### config.mk
export PLATFORM = sky130hd
export DESIGN_NAME = sice_top
export DESIGN_NICKNAME = d
export VERILOG_FILES = /design/src/logic/sice_pkg.sv /design/src/logic/sice_pair_if.sv /design/src/logic/sice_pair_mon.sv /design/src/logic/sice_top.sv
export SDC_FILE = /design/constraint.sdc
export NUM_CORES = 1
export LEC_CHECK = 0
export BUFFER_PORTS_ARGS = -buffer_cell sky130_fd_sc_hd__buf_2
export CORE_UTILIZATION = 41
export DETAILED_ROUTE_END_ITERATION = 10
export HOLD_SLACK_MARGIN = 0.03
export PLACE_DENSITY = 0.6
export SYNTH_ARGS = -nofsm -noshare
export SYNTH_HDL_FRONTEND = slang
export SYNTH_SLANG_ARGS = --single-unit
### constraint.sdc
create_clock -name ref_clk -period 15.79 [get_ports ref_clk]
set_input_delay 3.158 -clock ref_clk [delete_from_list [all_inputs] [get_ports ref_clk]]
set_output_delay 3.158 -clock ref_clk [all_outputs]
set_load 0.01 [all_outputs]
### src/logic/sice_pkg.sv
// Constants, codes and types shared by the safety input channel evaluator.
// Assumes a 10 MHz ref_clk and a plain single-cycle register port.
package sice_pkg;
    // Bus and channel sizes.
    localparam int DW = 16;
    localparam int AW = 3;
    localparam int NUM_CH = 4;
    localparam int TYPE_W = 3;
    localparam int NUM_EV = 5;
    typedef logic [DW-1:0] sice_word_t;
    typedef logic [AW-1:0] sice_addr_t;
    typedef logic [TYPE_W-1:0] sice_type_t;

    // Register offsets.
    localparam sice_addr_t A_CTRL = 3'h0;
    localparam sice_addr_t A_DISC = 3'h1;
    localparam sice_addr_t A_SYNC = 3'h2;
    localparam sice_addr_t A_STAT = 3'h3;
    localparam sice_addr_t A_MASK = 3'h4;
    localparam sice_addr_t A_STATE = 3'h5;

    // Input type codes.
    localparam sice_type_t IT_SINGLE = 3'h0;
    localparam sice_type_t IT_DEQ = 3'h1;
    localparam sice_type_t IT_DCOMP = 3'h2;
    localparam sice_type_t IT_DEQ2 = 3'h3;
    localparam sice_type_t IT_DCOMP2 = 3'h4;

    // Control fields.
    localparam int C_TYPE_LSB = 0;
    localparam int C_GATE = 3;
    localparam int C_FTEST = 4;
    localparam int C_FPOUT = 5;
    localparam int C_TPOUT = 6;

    // Status event bits and state fields.
    localparam int S_DISC0 = 0;
    localparam int S_DISC1 = 1;
    localparam int S_SYNC = 2;
    localparam int S_FTREQ = 3;
    localparam int S_FTDONE = 4;
    localparam int T_OE = 0;
    localparam int T_ERR = 1;
    localparam int T_TEST = 2;
    localparam int T_IN_LSB = 3;

    // Reset values.
    localparam sice_word_t CTRL_RST = 16'h0000;
    localparam sice_word_t TIME_RST = 16'h0003;
    localparam sice_word_t ZERO_W = 16'h0000;

    // Time base: one time unit is 10 ms.
    localparam int TICK_NS = 10_000_000;
    localparam int CLK_NS = 100;
    localparam int TICK_CYC = TICK_NS / CLK_NS;

    // Evaluator states.
    typedef enum logic [2:0] {
        ST_RUN = 3'b001,
        ST_ERR = 3'b010,
        ST_TEST = 3'b100
    } sice_state_t;
endpackage : sice_pkg

### src/logic/sice_pair_if.sv
// Signals between the evaluator top and one channel pair monitor.
// Assumes both ends run on the same ref_clk.
`timescale 1ns/1ns
interface sice_pair_if;
    logic ch_a;
    logic ch_b;
    logic comp;
    logic chk_en;
    logic tick;
    sice_pkg::sice_word_t limit;
    logic active;
    logic inactive;
    logic timeout;
    modport mon (input ch_a, ch_b, comp, chk_en, tick, limit,
                 output active, inactive, timeout);
    modport ctl (output ch_a, ch_b, comp, chk_en, tick, limit,
                 input active, inactive, timeout);
endinterface : sice_pair_if

### src/logic/sice_pair_mon.sv
// Classifies one channel pair and times how long it stays discrepant.
// Assumes filtered inputs and a one-cycle time-base tick from the top.
`timescale 1ns/1ns
module sice_pair_mon (
    input wire logic ref_clk,
    input wire logic sys_rst,
    sice_pair_if.mon pif
);
    import sice_pkg::*;

    logic disc;
    logic armed;
    sice_word_t cnt;
    logic fired;
    logic to_q;

    // Pair classification for equivalent and complementary wiring.
    assign pif.active = pif.comp ? (pif.ch_a & ~pif.ch_b) : (pif.ch_a & pif.ch_b); // RULE9
    assign pif.inactive = pif.comp ? (~pif.ch_a & pif.ch_b) : (~pif.ch_a & ~pif.ch_b); // RULE9
    assign disc = ~pif.active & ~pif.inactive;
    // A zero limit switches the timing off.
    assign armed = pif.chk_en & (pif.limit != ZERO_W) & disc; // RULE7 RULE10
    assign pif.timeout = to_q;

    // Counts ticks while discrepant in either direction of change.
    always_ff @(posedge ref_clk or posedge sys_rst) begin
        if (sys_rst) begin
            cnt <= ZERO_W;
            fired <= 1'b0;
            to_q <= 1'b0;
        end else if (!armed) begin
            cnt <= ZERO_W; // RULE11
            fired <= 1'b0;
            to_q <= 1'b0;
        end else if (pif.tick && !fired) begin
            cnt <= cnt + 16'h0001;
            fired <= (cnt + 16'h0001) >= pif.limit;
            to_q <= (cnt + 16'h0001) >= pif.limit; // RULE8
        end else begin
            to_q <= 1'b0;
        end
    end
endmodule : sice_pair_mon

### src/logic/sice_top.sv
// Safety input channel evaluator: truth tables, pair and sync timing.
// Assumes field contacts on safety_in and a single-cycle register port.
//
// Operation
// RULE1: Input type selects single, dual eq, dual comp, or their two-pair forms.
// RULE2: Levels are 0 off, 1 on; single mode output enable follows input one.
// RULE3: Dual equivalent enables output only when both inputs are one.
// RULE4: Dual complementary enables only when closed input is one, open is zero.
// RULE5: Two-pair equivalent enables only when all four inputs are one.
// RULE6: Two-pair complementary needs inputs one, three high and two, four low.
// RULE7: Discrepancy timing applies only in dual input types.
// RULE8: Other channel not following within discrepancy time flags error, output off.
// RULE9: Pair states are classed active, inactive or discrepant per wiring.
// RULE10: A discrepancy time of zero disables pair timing.
// RULE11: Discrepancy timing applies to both activating and deactivating changes.
// RULE12: Gate monitor in two-pair modes may time the change between pairs.
// RULE13: Second pair not following within sync time raises error, output off.
// RULE14: A sync time of zero disables pair-to-pair timing.
// RULE15: With function test enabled, each machine request demands a gate test; code honours a request only with the gate bit also set and from the run state.
// RULE16: An enabled fault-present output mirrors the block fault status.
// RULE17: Optional outputs can be individually enabled.
// RULE18: Errors stay latched, output off, until all channels return inactive.
`timescale 1ns/1ns
module sice_top #(
    parameter int TICK_CYC = sice_pkg::TICK_CYC
) (
    input wire logic ref_clk,
    input wire logic sys_rst,
    input wire logic [sice_pkg::NUM_CH-1:0] safety_in,
    input wire logic ftest_req_in,
    input wire sice_pkg::sice_addr_t reg_addr,
    input wire sice_pkg::sice_word_t reg_wdata,
    input wire logic reg_wr,
    input wire logic reg_rd,
    output sice_pkg::sice_word_t reg_rdata,
    output logic output_enable,
    output logic fault_present,
    output logic test_pending,
    output logic irq
);
    import sice_pkg::*;

    localparam int NS = NUM_CH + 1;
    localparam int TW = $clog2(TICK_CYC + 1);
    localparam logic [TW-1:0] TICK_LAST = TW'(TICK_CYC - 1);
    localparam logic [TW-1:0] TICK_ZERO = '0;

    // Input synchronisers and filtered levels.
    logic [NS-1:0] sy1;
    logic [NS-1:0] sy2;
    logic [NS-1:0] sy3;
    logic [NS-1:0] filt;
    logic [NUM_CH-1:0] ch;
    logic ft_lvl;
    logic ft_prev;
    logic ft_rise;

    // Registers.
    sice_word_t ctrl;
    sice_word_t disc_time;
    sice_word_t sync_time;
    logic [NUM_EV-1:0] status;
    logic [NUM_EV-1:0] mask;
    logic [NUM_EV-1:0] ev;
    logic [NUM_EV-1:0] clr;

    // Mode decode.
    sice_type_t ityp;
    logic is_dual;
    logic is_two;
    logic is_comp;
    logic raw_oe;

    // Timing.
    logic [TW-1:0] tcnt;
    logic tick;
    logic [1:0] act;
    logic [1:0] ina;
    logic [1:0] pto;
    logic all_ina;
    logic sy_arm;
    sice_word_t scnt;
    logic sfired;
    logic sync_to;
    logic fault;

    sice_state_t state;
    sice_state_t next_state;

    // Three-stage synchroniser on every pin.
    always_ff @(posedge ref_clk or posedge sys_rst) begin
        if (sys_rst) begin
            sy1 <= '0;
            sy2 <= '0;
            sy3 <= '0;
        end else begin
            sy1 <= {ftest_req_in, safety_in};
            sy2 <= sy1;
            sy3 <= sy2;
        end
    end

    // A change counts once the second and third stage agree.
    for (genvar i = 0; i < NS; i++) begin : g_filt
        always_ff @(posedge ref_clk or posedge sys_rst) begin
            if (sys_rst) begin
                filt[i] <= 1'b0;
            end else if (sy2[i] == sy3[i]) begin
                filt[i] <= sy3[i];
            end
        end
    end

    assign ch = filt[NUM_CH-1:0];
    assign ft_lvl = filt[NUM_CH];
    assign ft_rise = ft_lvl & ~ft_prev;

    // Edge memory for the function test request.
    always_ff @(posedge ref_clk or posedge sys_rst) begin
        if (sys_rst) begin
            ft_prev <= 1'b0;
        end else begin
            ft_prev <= ft_lvl;
        end
    end

    // Software-written configuration registers.
    always_ff @(posedge ref_clk or posedge sys_rst) begin
        if (sys_rst) begin
            ctrl <= CTRL_RST;
            disc_time <= TIME_RST;
            sync_time <= TIME_RST;
            mask <= '0;
        end else if (reg_wr) begin
            if (reg_addr == A_CTRL) begin
                ctrl <= reg_wdata; // RULE1 RULE17
            end
            if (reg_addr == A_DISC) begin
                disc_time <= reg_wdata;
            end
            if (reg_addr == A_SYNC) begin
                sync_time <= reg_wdata;
            end
            if (reg_addr == A_MASK) begin
                mask <= reg_wdata[NUM_EV-1:0];
            end
        end
    end

    // Input type decode.
    assign ityp = ctrl[C_TYPE_LSB +: TYPE_W]; // RULE1
    assign is_two = (ityp == IT_DEQ2) | (ityp == IT_DCOMP2);
    assign is_dual = is_two | (ityp == IT_DEQ) | (ityp == IT_DCOMP); // RULE7
    assign is_comp = (ityp == IT_DCOMP) | (ityp == IT_DCOMP2);

    // Truth tables per input type; unknown codes keep the output off.
    always_comb begin
        unique case (ityp)
            IT_SINGLE: raw_oe = ch[0]; // RULE2
            IT_DEQ: raw_oe = ch[0] & ch[1]; // RULE3
            IT_DCOMP: raw_oe = ch[0] & ~ch[1]; // RULE4
            IT_DEQ2: raw_oe = &ch; // RULE5
            IT_DCOMP2: raw_oe = ch[0] & ~ch[1] & ch[2] & ~ch[3]; // RULE6
            default: raw_oe = 1'b0;
        endcase
    end

    // Time base of one tick per time unit.
    always_ff @(posedge ref_clk or posedge sys_rst) begin
        if (sys_rst) begin
            tcnt <= TICK_ZERO;
        end else if (tcnt == TICK_LAST) begin
            tcnt <= TICK_ZERO;
        end else begin
            tcnt <= tcnt + TW'(1);
        end
    end

    assign tick = (tcnt == TICK_LAST);

    // One discrepancy monitor per channel pair.
    sice_pair_if pif [2] ();
    for (genvar p = 0; p < 2; p++) begin : g_pair
        assign pif[p].ch_a = ch[2*p];
        assign pif[p].ch_b = ch[2*p+1];
        assign pif[p].comp = is_comp;
        assign pif[p].chk_en = (p == 0) ? is_dual : is_two; // RULE7
        assign pif[p].tick = tick;
        assign pif[p].limit = disc_time;
        assign act[p] = pif[p].active;
        assign ina[p] = pif[p].inactive;
        assign pto[p] = pif[p].timeout;
        sice_pair_mon u_mon (
            .ref_clk(ref_clk),
            .sys_rst(sys_rst),
            .pif(pif[p])
        );
    end

    // Every monitored channel back in its inactive state.
    always_comb begin
        if (is_two) begin
            all_ina = &ina;
        end else if (is_dual) begin
            all_ina = ina[0];
        end else begin
            all_ina = ~ch[0];
        end
    end

    // Pair-to-pair timing for the gate monitor in two-pair modes.
    assign sy_arm = is_two & ctrl[C_GATE] & (sync_time != ZERO_W) // RULE12 RULE14
                    & ((act[0] != act[1]) | (ina[0] != ina[1]));

    always_ff @(posedge ref_clk or posedge sys_rst) begin
        if (sys_rst) begin
            scnt <= ZERO_W;
            sfired <= 1'b0;
            sync_to <= 1'b0;
        end else if (!sy_arm) begin
            scnt <= ZERO_W;
            sfired <= 1'b0;
            sync_to <= 1'b0;
        end else if (tick && !sfired) begin
            scnt <= scnt + 16'h0001;
            sfired <= (scnt + 16'h0001) >= sync_time;
            sync_to <= (scnt + 16'h0001) >= sync_time; // RULE13
        end else begin
            sync_to <= 1'b0;
        end
    end

    assign fault = pto[0] | pto[1] | sync_to;

    // Evaluator state: errors win over tests and hold until all inactive.
    always_comb begin
        next_state = state;
        unique case (state)
            ST_RUN: begin
                if (fault) begin
                    next_state = ST_ERR; // RULE8 RULE13
                end else if (ft_rise && ctrl[C_FTEST] && ctrl[C_GATE]) begin
                    next_state = ST_TEST; // RULE15
                end
            end
            ST_ERR: begin
                if (all_ina && !fault) begin
                    next_state = ST_RUN; // RULE18
                end
            end
            ST_TEST: begin
                if (fault) begin
                    next_state = ST_ERR;
                end else if (all_ina) begin
                    next_state = ST_RUN; // RULE15
                end
            end
            default: next_state = ST_ERR;
        endcase
    end

    always_ff @(posedge ref_clk or posedge sys_rst) begin
        if (sys_rst) begin
            state <= ST_RUN;
        end else begin
            state <= next_state;
        end
    end

    // Registered outputs; optional ones gated by their enable bits.
    always_ff @(posedge ref_clk or posedge sys_rst) begin
        if (sys_rst) begin
            output_enable <= 1'b0;
            fault_present <= 1'b0;
            test_pending <= 1'b0;
        end else begin
            output_enable <= (next_state == ST_RUN) & raw_oe; // RULE8 RULE13 RULE18
            fault_present <= ctrl[C_FPOUT] & (next_state == ST_ERR); // RULE16 RULE17
            test_pending <= ctrl[C_TPOUT] & (next_state == ST_TEST); // RULE17
        end
    end

    // Events for the sticky status register.
    assign ev[S_DISC0] = pto[0];
    assign ev[S_DISC1] = pto[1];
    assign ev[S_SYNC] = sync_to;
    assign ev[S_FTREQ] = ft_rise;
    assign ev[S_FTDONE] = (state == ST_TEST) & (next_state == ST_RUN);
    assign clr = (reg_wr && reg_addr == A_STAT) ? reg_wdata[NUM_EV-1:0] : '0;

    // Write one to clear; a new event in the same cycle wins.
    always_ff @(posedge ref_clk or posedge sys_rst) begin
        if (sys_rst) begin
            status <= '0;
        end else begin
            status <= (status & ~clr) | ev;
        end
    end

    assign irq = |(status & mask);

    // Read data appears the cycle after the read strobe, else zero.
    always_ff @(posedge ref_clk or posedge sys_rst) begin
        if (sys_rst) begin
            reg_rdata <= ZERO_W;
        end else if (!reg_rd) begin
            reg_rdata <= ZERO_W;
        end else begin
            unique case (reg_addr)
                A_CTRL: reg_rdata <= ctrl;
                A_DISC: reg_rdata <= disc_time;
                A_SYNC: reg_rdata <= sync_time;
                A_STAT: reg_rdata <= DW'(status);
                A_MASK: reg_rdata <= DW'(mask);
                A_STATE: reg_rdata <= DW'({ch, state == ST_TEST,
                                           state == ST_ERR, output_enable});
                default: reg_rdata <= ZERO_W;
            endcase
        end
    end
endmodule : sice_top

==> results of run 1 <==
[final timing paths]
check | endpoint | slack, ns | depth (start not counted)
max | disc_time[0]$_DFFE_PP1P_ | 11.09 | 4
min | sy2[4]$_DFF_PP0_ | 0.35 | 0
max reg2reg | sync_to$_DFF_PP0_ | 12.42 | 12
min reg2reg | sy2[4]$_DFF_PP0_ | 0.35 | 0
max in group asynchronous | reg_rdata[12]$_DFF_PP0_ | 11.30 | 3
min in group asynchronous | sy1[1]$_DFF_PP0_ | 2.91 | 2
[metrics by stage]
| step | util | hold slack, ns | worst slack [ns] |
|---|---|---|---|
| global placement | 0.442 | 0.336 | 10.66 |
| finish | 0.471 | 0.349 | 11.09 |
| global route | 0.471 | 0.361 | 10.96 |
| CTS | 0.471 | 0.352 | 11.13 |
| floorplan | - | 0.331 | 7.98 |
| detailed placement | 0.442 | 0.336 | 10.68 |
[power by group]
| group | internal (mW) | switching (mW) |
|---|---|---|
| Combinational | 0.0654 | 0.102 |
| Clock | 0.258 | 0.186 |
| Sequential | 0.483 | 0.0403 |
[layer usage]
layer,routed length (µm),vias to the layer above,global-route usage
met3,850,22,0.0359
met4,265,0,0.0534
li1,-,3309,-
met1,10300,3313,0.269
met5,0,-,0
met2,10300,150,0.328
[sequential cells by signal (all words and copies together) (netlist names), 3 cells and up]
| signal | count |
|---|---|
| tcnt | 17 |
| scnt | 16 |
| state | 3 |
| disc_time | 16 |
| mask | 5 |
| status | 5 |
| sync_time | 16 |
| reg_rdata | 16 |
| sy2 | 5 |
| sy1 | 5 |
| sy3 | 5 |
| g_pair.u_mon.cnt | 32 |
| ctrl | 16 |
[critical path: cells and delay by family]
| kind | cells | cell delay, ns |
|---|---|---|
| buffers and inverters | 1 | 0.45 |
| and+or+nand+nor | 2 | 1.01 |
| muxes | 1 | 0.42 |
[cell usage after synthesis, types with 2 or more instances]
cell type    n  area share
nor4_2       2      0.0027
buf_2        8      0.0043
inv_1       39       0.016
xnor2_1     71       0.067
a221o_1      2      0.0022
a21oi_1     33       0.018
dfstp_2      5       0.014
or3_1        2      0.0014
nand2b_1    12      0.0081
nor2b_1     10      0.0068
and2b_1      2      0.0016
nand3_1     44       0.024
a41oi_1      3      0.0028
mux2i_1     17       0.018
xor2_1      33       0.031
mux2_2      25       0.030
nor4_1      12      0.0081
dfrtp_1    167        0.45
ha_1        52       0.070
o221ai_1     3      0.0028
clkbuf_1    18      0.0073
a21o_1       6      0.0049
nor2_1     123       0.050
and2_1      10      0.0068
a22oi_1      5      0.0041
nor3_1       9      0.0049
buf_1        4      0.0016
o22ai_1      4      0.0027
o21ai_0     44       0.024
and4_1       6      0.0057
a211oi_1     2      0.0016
nor3b_1      5      0.0041
o211ai_1     3      0.0024
or2_2        4      0.0027
nand2_1     95       0.039
a221oi_1     2      0.0019
a31oi_1      4      0.0027
maj3_1       5      0.0054
buf_6        2      0.0024
and3_1      13      0.0088
nand4b_1     2      0.0019
nand4_1     15       0.010
[cell families after synthesis]
logic type | share of synthesized area
flops | 0.466
buf+inv | 0.0329
mux | 0.0525
fa+ha+maj | 0.0758
compound gates | 0.0775
simple gates | 0.196
xor+xnor | 0.0986
[area by class of cell]
class	instances	area, µm²
timing repair buffer	50	258
multi-input combinational	699	4640
inverter	39	151
tap	280	350
clock buffer	19	443
clock inverter	13	178
fill	2022	11600
sequential	172	4310
==> impl_metrics.yaml, run 1 <==
final_layout:
  layout_commonest_cell: "dfrtp_1"
  final_nets: 1059
  layout_common_cells: "167 x dfrtp_1, 122 x nor2_1, 95 x nand2_1"
  drive_gt1_frac: 0.125
  final_cells: 1272
  diodes: 0
  finalInstanceArea_um2: 10300
  area_growth_pct: 11.8
cts:
  cts_hold_buf: 0
  insertion_delay_ns: 0.43
  cts_tree: "yes"
  cts_root_buf: "clkbuf_16"
  clk_pin_slew_ns: 0.07
  cts_buffer_depth: 2
  postCtsSetupRepairBufs: 0
  cts.sinks: 172
  cts_buffers: 17
  cts-htree-levels: 4
  post_cts_resize_count: 0
floorplanning:
  die_h_um: 152
  initial_core_util: 0.421
  rows: 54
  die_w_um: 152
  ios: 48
  die_area_um2: 23100
  core_area_um2: 22000
synth:
  async_reset_ff_frac: 1.00
  synth_cells: 944
  synth_fp_nets: 1024
  ys_seq_elements: 172
  synth_cell_types: 63
  yosysSeqAreaShare: 0.466
  ys_warn_count: 0
  synthFlopType: "dfrtp_1"
  syn_area_um2: 9240
  avgSynthCellArea_um2: 9.79
  synth_edf_count: 0
timing:
  hold_violations: 0
  finalCritPeriodShare: 0.297
  maxSlewViolCount: 0
  max_freq_mhz: 213
  setup_viol: 0
  rsz0062_at_grt: "no"
  fin_crit_ns: 4.70
  slew_headroom: 0.215
  fin_worst_skew_ns: 0.0157
  setup_tns_ns: 0
  tightest_slew_ns: 1.17
pwr:
  p_leak_nw: 4.60
  powerDensity_nw_per_um2: 110
  total_power_mw: 1.13
  peakVddDrop_v: 0.0000743
detailed_routing:
  first_pass_iters: 10
  drc: 19
  antenna_left: 0
  via_per_inst: 5.34
  num_vias: 6794
  detail_route.wl_per_cell_um: 17.0
  drtIter0Drc: 403
  wl_um: 21600
global_route:
  grt_overflow: 0
  grtUsageTotal: 0.199
  grt_pass1_wl_um: 35900
  grt_pass1_vias: 6671
  antenna_found_initial: 0
  grt_max_degree: 97
outcome:
  violations: "DRC"
  outcome: "complete, but fails checks"
setup_path:
  startpoint_type: "primary input"
  worstSetupEndpointType: "register"
  critPathKind: "in2reg"
  slowest_delay_ns: 0.84
  r2r-start: "scnt[0]$_DFFE_PP0P_"
  path_cells: "buf_2, nand2b_1, nor2_2, mux2_2"
  cp-startpoint: "reg_addr[0]"
  cp_slowest_cell: "nor2_2"
  cp.required_ns: 16.15
  worstPathArrival_ns: 5.05
  critPathMaxFanout: 33
min_path:
  min_from: "sy1[4]$_DFF_PP0_"
  min_path_type: "reg2reg"
place:
  hpwl_um: 15900
  place_inst: 1240
  port_buffers: 47
  gp_congestion: 0.907
  place_area_um2: 9710
run:
  drv_cap: 0
Note: power is estimated with default switching activity, not from simulation.
==> run 2, diff against run 1 <==
- PLACE_DENSITY: 0.6 -> 0.62
- clock period: 15.79 -> 4 ns (I/O delays scaled with it)
==> run 2 against run 1 <==
  * Sequential share of layout area shrank 0.076 points
  * Combinational power grew to 4.0 times the previous value
  * The flow still finishes with violations (DRC)
  * Critical path depth grew 9
  * Design area grew 0.18%
  * First-iteration DRC count grew 0.50%
  * Highest routed layer is now met5
  * Non-clock buffer count grew 6
==> impl_metrics.yaml, run 2 (synthesis results as in run 1) <==
timing:
  setup_viol: 0
  rsz0062_at_grt: "no"
  setup_tns_ns: 0
  fin_worst_skew_ns: 0.0131
  fin_ws_ns: 0.877
  tightest_slew_ns: 0.975
  fin_crit_ns: 3.12
  max_freq_mhz: 320
  finalCritPeriodShare: 0.781
  hold_violations: 0
  maxSlewViolCount: 0
  slew_headroom: 0.350
detailed_routing:
  wl_um: 20900
  wl_met2_um: 9720
  detail_route.wl_per_cell_um: 16.4
  first_pass_iters: 8
  drtIter0Drc: 405
  met3RoutedLength_um: 987
  via_per_inst: 5.29
  antenna_left: 0
  drt-met1-wl_um: 9910
  num_vias: 6765
  highest_layer: "met5"
  drc: 10
global_route:
  grtUsageTotal: 0.191
  grt_pass1_wl_um: 34800
  grt_max_degree: 56
  grt_overflow: 0
  antenna_found_initial: 3
  grt_pass1_vias: 6601
cts:
  cts_buffer_depth: 2
  post_cts_resize_count: 0
  insertion_delay_ns: 0.43
  cts_tree: "yes"
  cts_buffers: 17
  cts.sinks: 172
  cts_hold_buf: 0
  cts_root_buf: "clkbuf_16"
  clk_pin_slew_ns: 0.07
  cts-htree-levels: 4
  postCtsSetupRepairBufs: 0
setup_path:
  cp.required_ns: 4.29
  worstPathArrival_ns: 3.41
  worstSetupEndpointType: "register"
  startpoint_type: "register"
  critPathKind: "reg2reg"
  critPathMaxFanout: 6
place:
  gp_congestion: 0.903
  place_area_um2: 9770
  port_buffers: 47
  hpwl_um: 15500
  post-place-ws_ns: 0.891
pwr:
  peakVddDrop_v: 0.000266
  p_leak_nw: 4.62
  powerDensity_nw_per_um2: 419
final_layout:
  nFillCells: 2056
  finalInstanceArea_um2: 10400
  largest_reg_flops: 32
  layout_common_cells: "167 x dfrtp_1, 122 x nor2_1, 95 x nand2_1"
  area_growth_pct: 12.0
  layout_commonest_cell: "dfrtp_1"
  drive_gt1_frac: 0.130
  largest-register: "g_pair.u_mon.cnt"
  final_nets: 1065
  largestRegisters: "g_pair.u_mon.cnt x32, tcnt x17"
  final_util: 0.471
floorplanning:
  die_h_um: 152
  die_area_um2: 23100
  initial_core_util: 0.421
  core_area_um2: 22000
  rows: 54
  ios: 48
  die_w_um: 152
run:
  drv_cap: 0
outcome:
  outcome: "complete, but fails checks"
  violations: "DRC"
min_path:
  min_path_type: "reg2reg"
## run 2: through the flow
stage               std cells  total power [mW]  hold slack [ns]
floorplan                 944              2.51            0.331
global placement         1246              2.73            0.335
detailed placement       1246              2.74            0.336
CTS                      1278              4.38            0.350
global route             1279              4.56            0.354
finish                   1279              4.34            0.344
## run 2: cell type report
type	count	area, µm²	share of cell area
Antenna cell	1	2.50	0.000242
Timing Repair Buffer	56	328	0.0317
Inverter	39	150	0.0145
Clock buffer	19	443	0.0428
Sequential cell	172	4310	0.416
Tap cell	280	350	0.0338
Multi-Input combinational cell	699	4630	0.448
Clock inverter	13	134	0.0129
## run 2: path summary, 6_finish.rpt
path | start | endpoint | slack [ns] | cells after the start
min in group asynchronous | sys_rst | sy1[0]$_DFF_PP0_ | 0.52 | 2
hold / removal | sy1[1]$_DFF_PP0_ | sy2[1]$_DFF_PP0_ | 0.34 | 0
setup reg to reg | g_pair[0].u_mon.cnt[0]$_DFFE_PP0P_ | g_pair[0].u_mon.fired$_DFFE_PP0P_ | 0.88 | 13
hold reg to reg | sy1[1]$_DFF_PP0_ | sy2[1]$_DFF_PP0_ | 0.34 | 0
max in group asynchronous | sys_rst | disc_time[1]$_DFFE_PP1P_ | 2.70 | 3
setup / recovery | g_pair[0].u_mon.cnt[0]$_DFFE_PP0P_ | g_pair[0].u_mon.fired$_DFFE_PP0P_ | 0.88 | 13
## run 2: critical path, cell delays in order (launching register included)
cell	delay, ns
dfrtp_1	0.41
ha_1	0.22
nand3_1	0.13
nor2_1	0.22
nand2_1	0.19
nor2_1	0.16
xor2_1	0.16
ha_1	0.25
a21o_1	0.18
a221o_1	0.34
a221oi_1	0.31
o221ai_1	0.18
a21oi_1	0.17
nor2_1	0.05
## run 2: layer usage
metal | track usage | up-vias
li1 | - | 3331
met1 | 0.264 | 3269
met2 | 0.302 | 139
met3 | 0.0376 | 24
met4 | 0.0569 | 2
met5 | 0 | -
## run 2: where the power goes
group / switching, mW / total [mW] / internal (mW)
Clock: 0.739 / 1.63 / 0.891
Combinational: 0.401 / 0.666 / 0.265
Sequential: 0.139 / 2.05 / 1.91
Total: 1.28 / 4.34 / 3.06
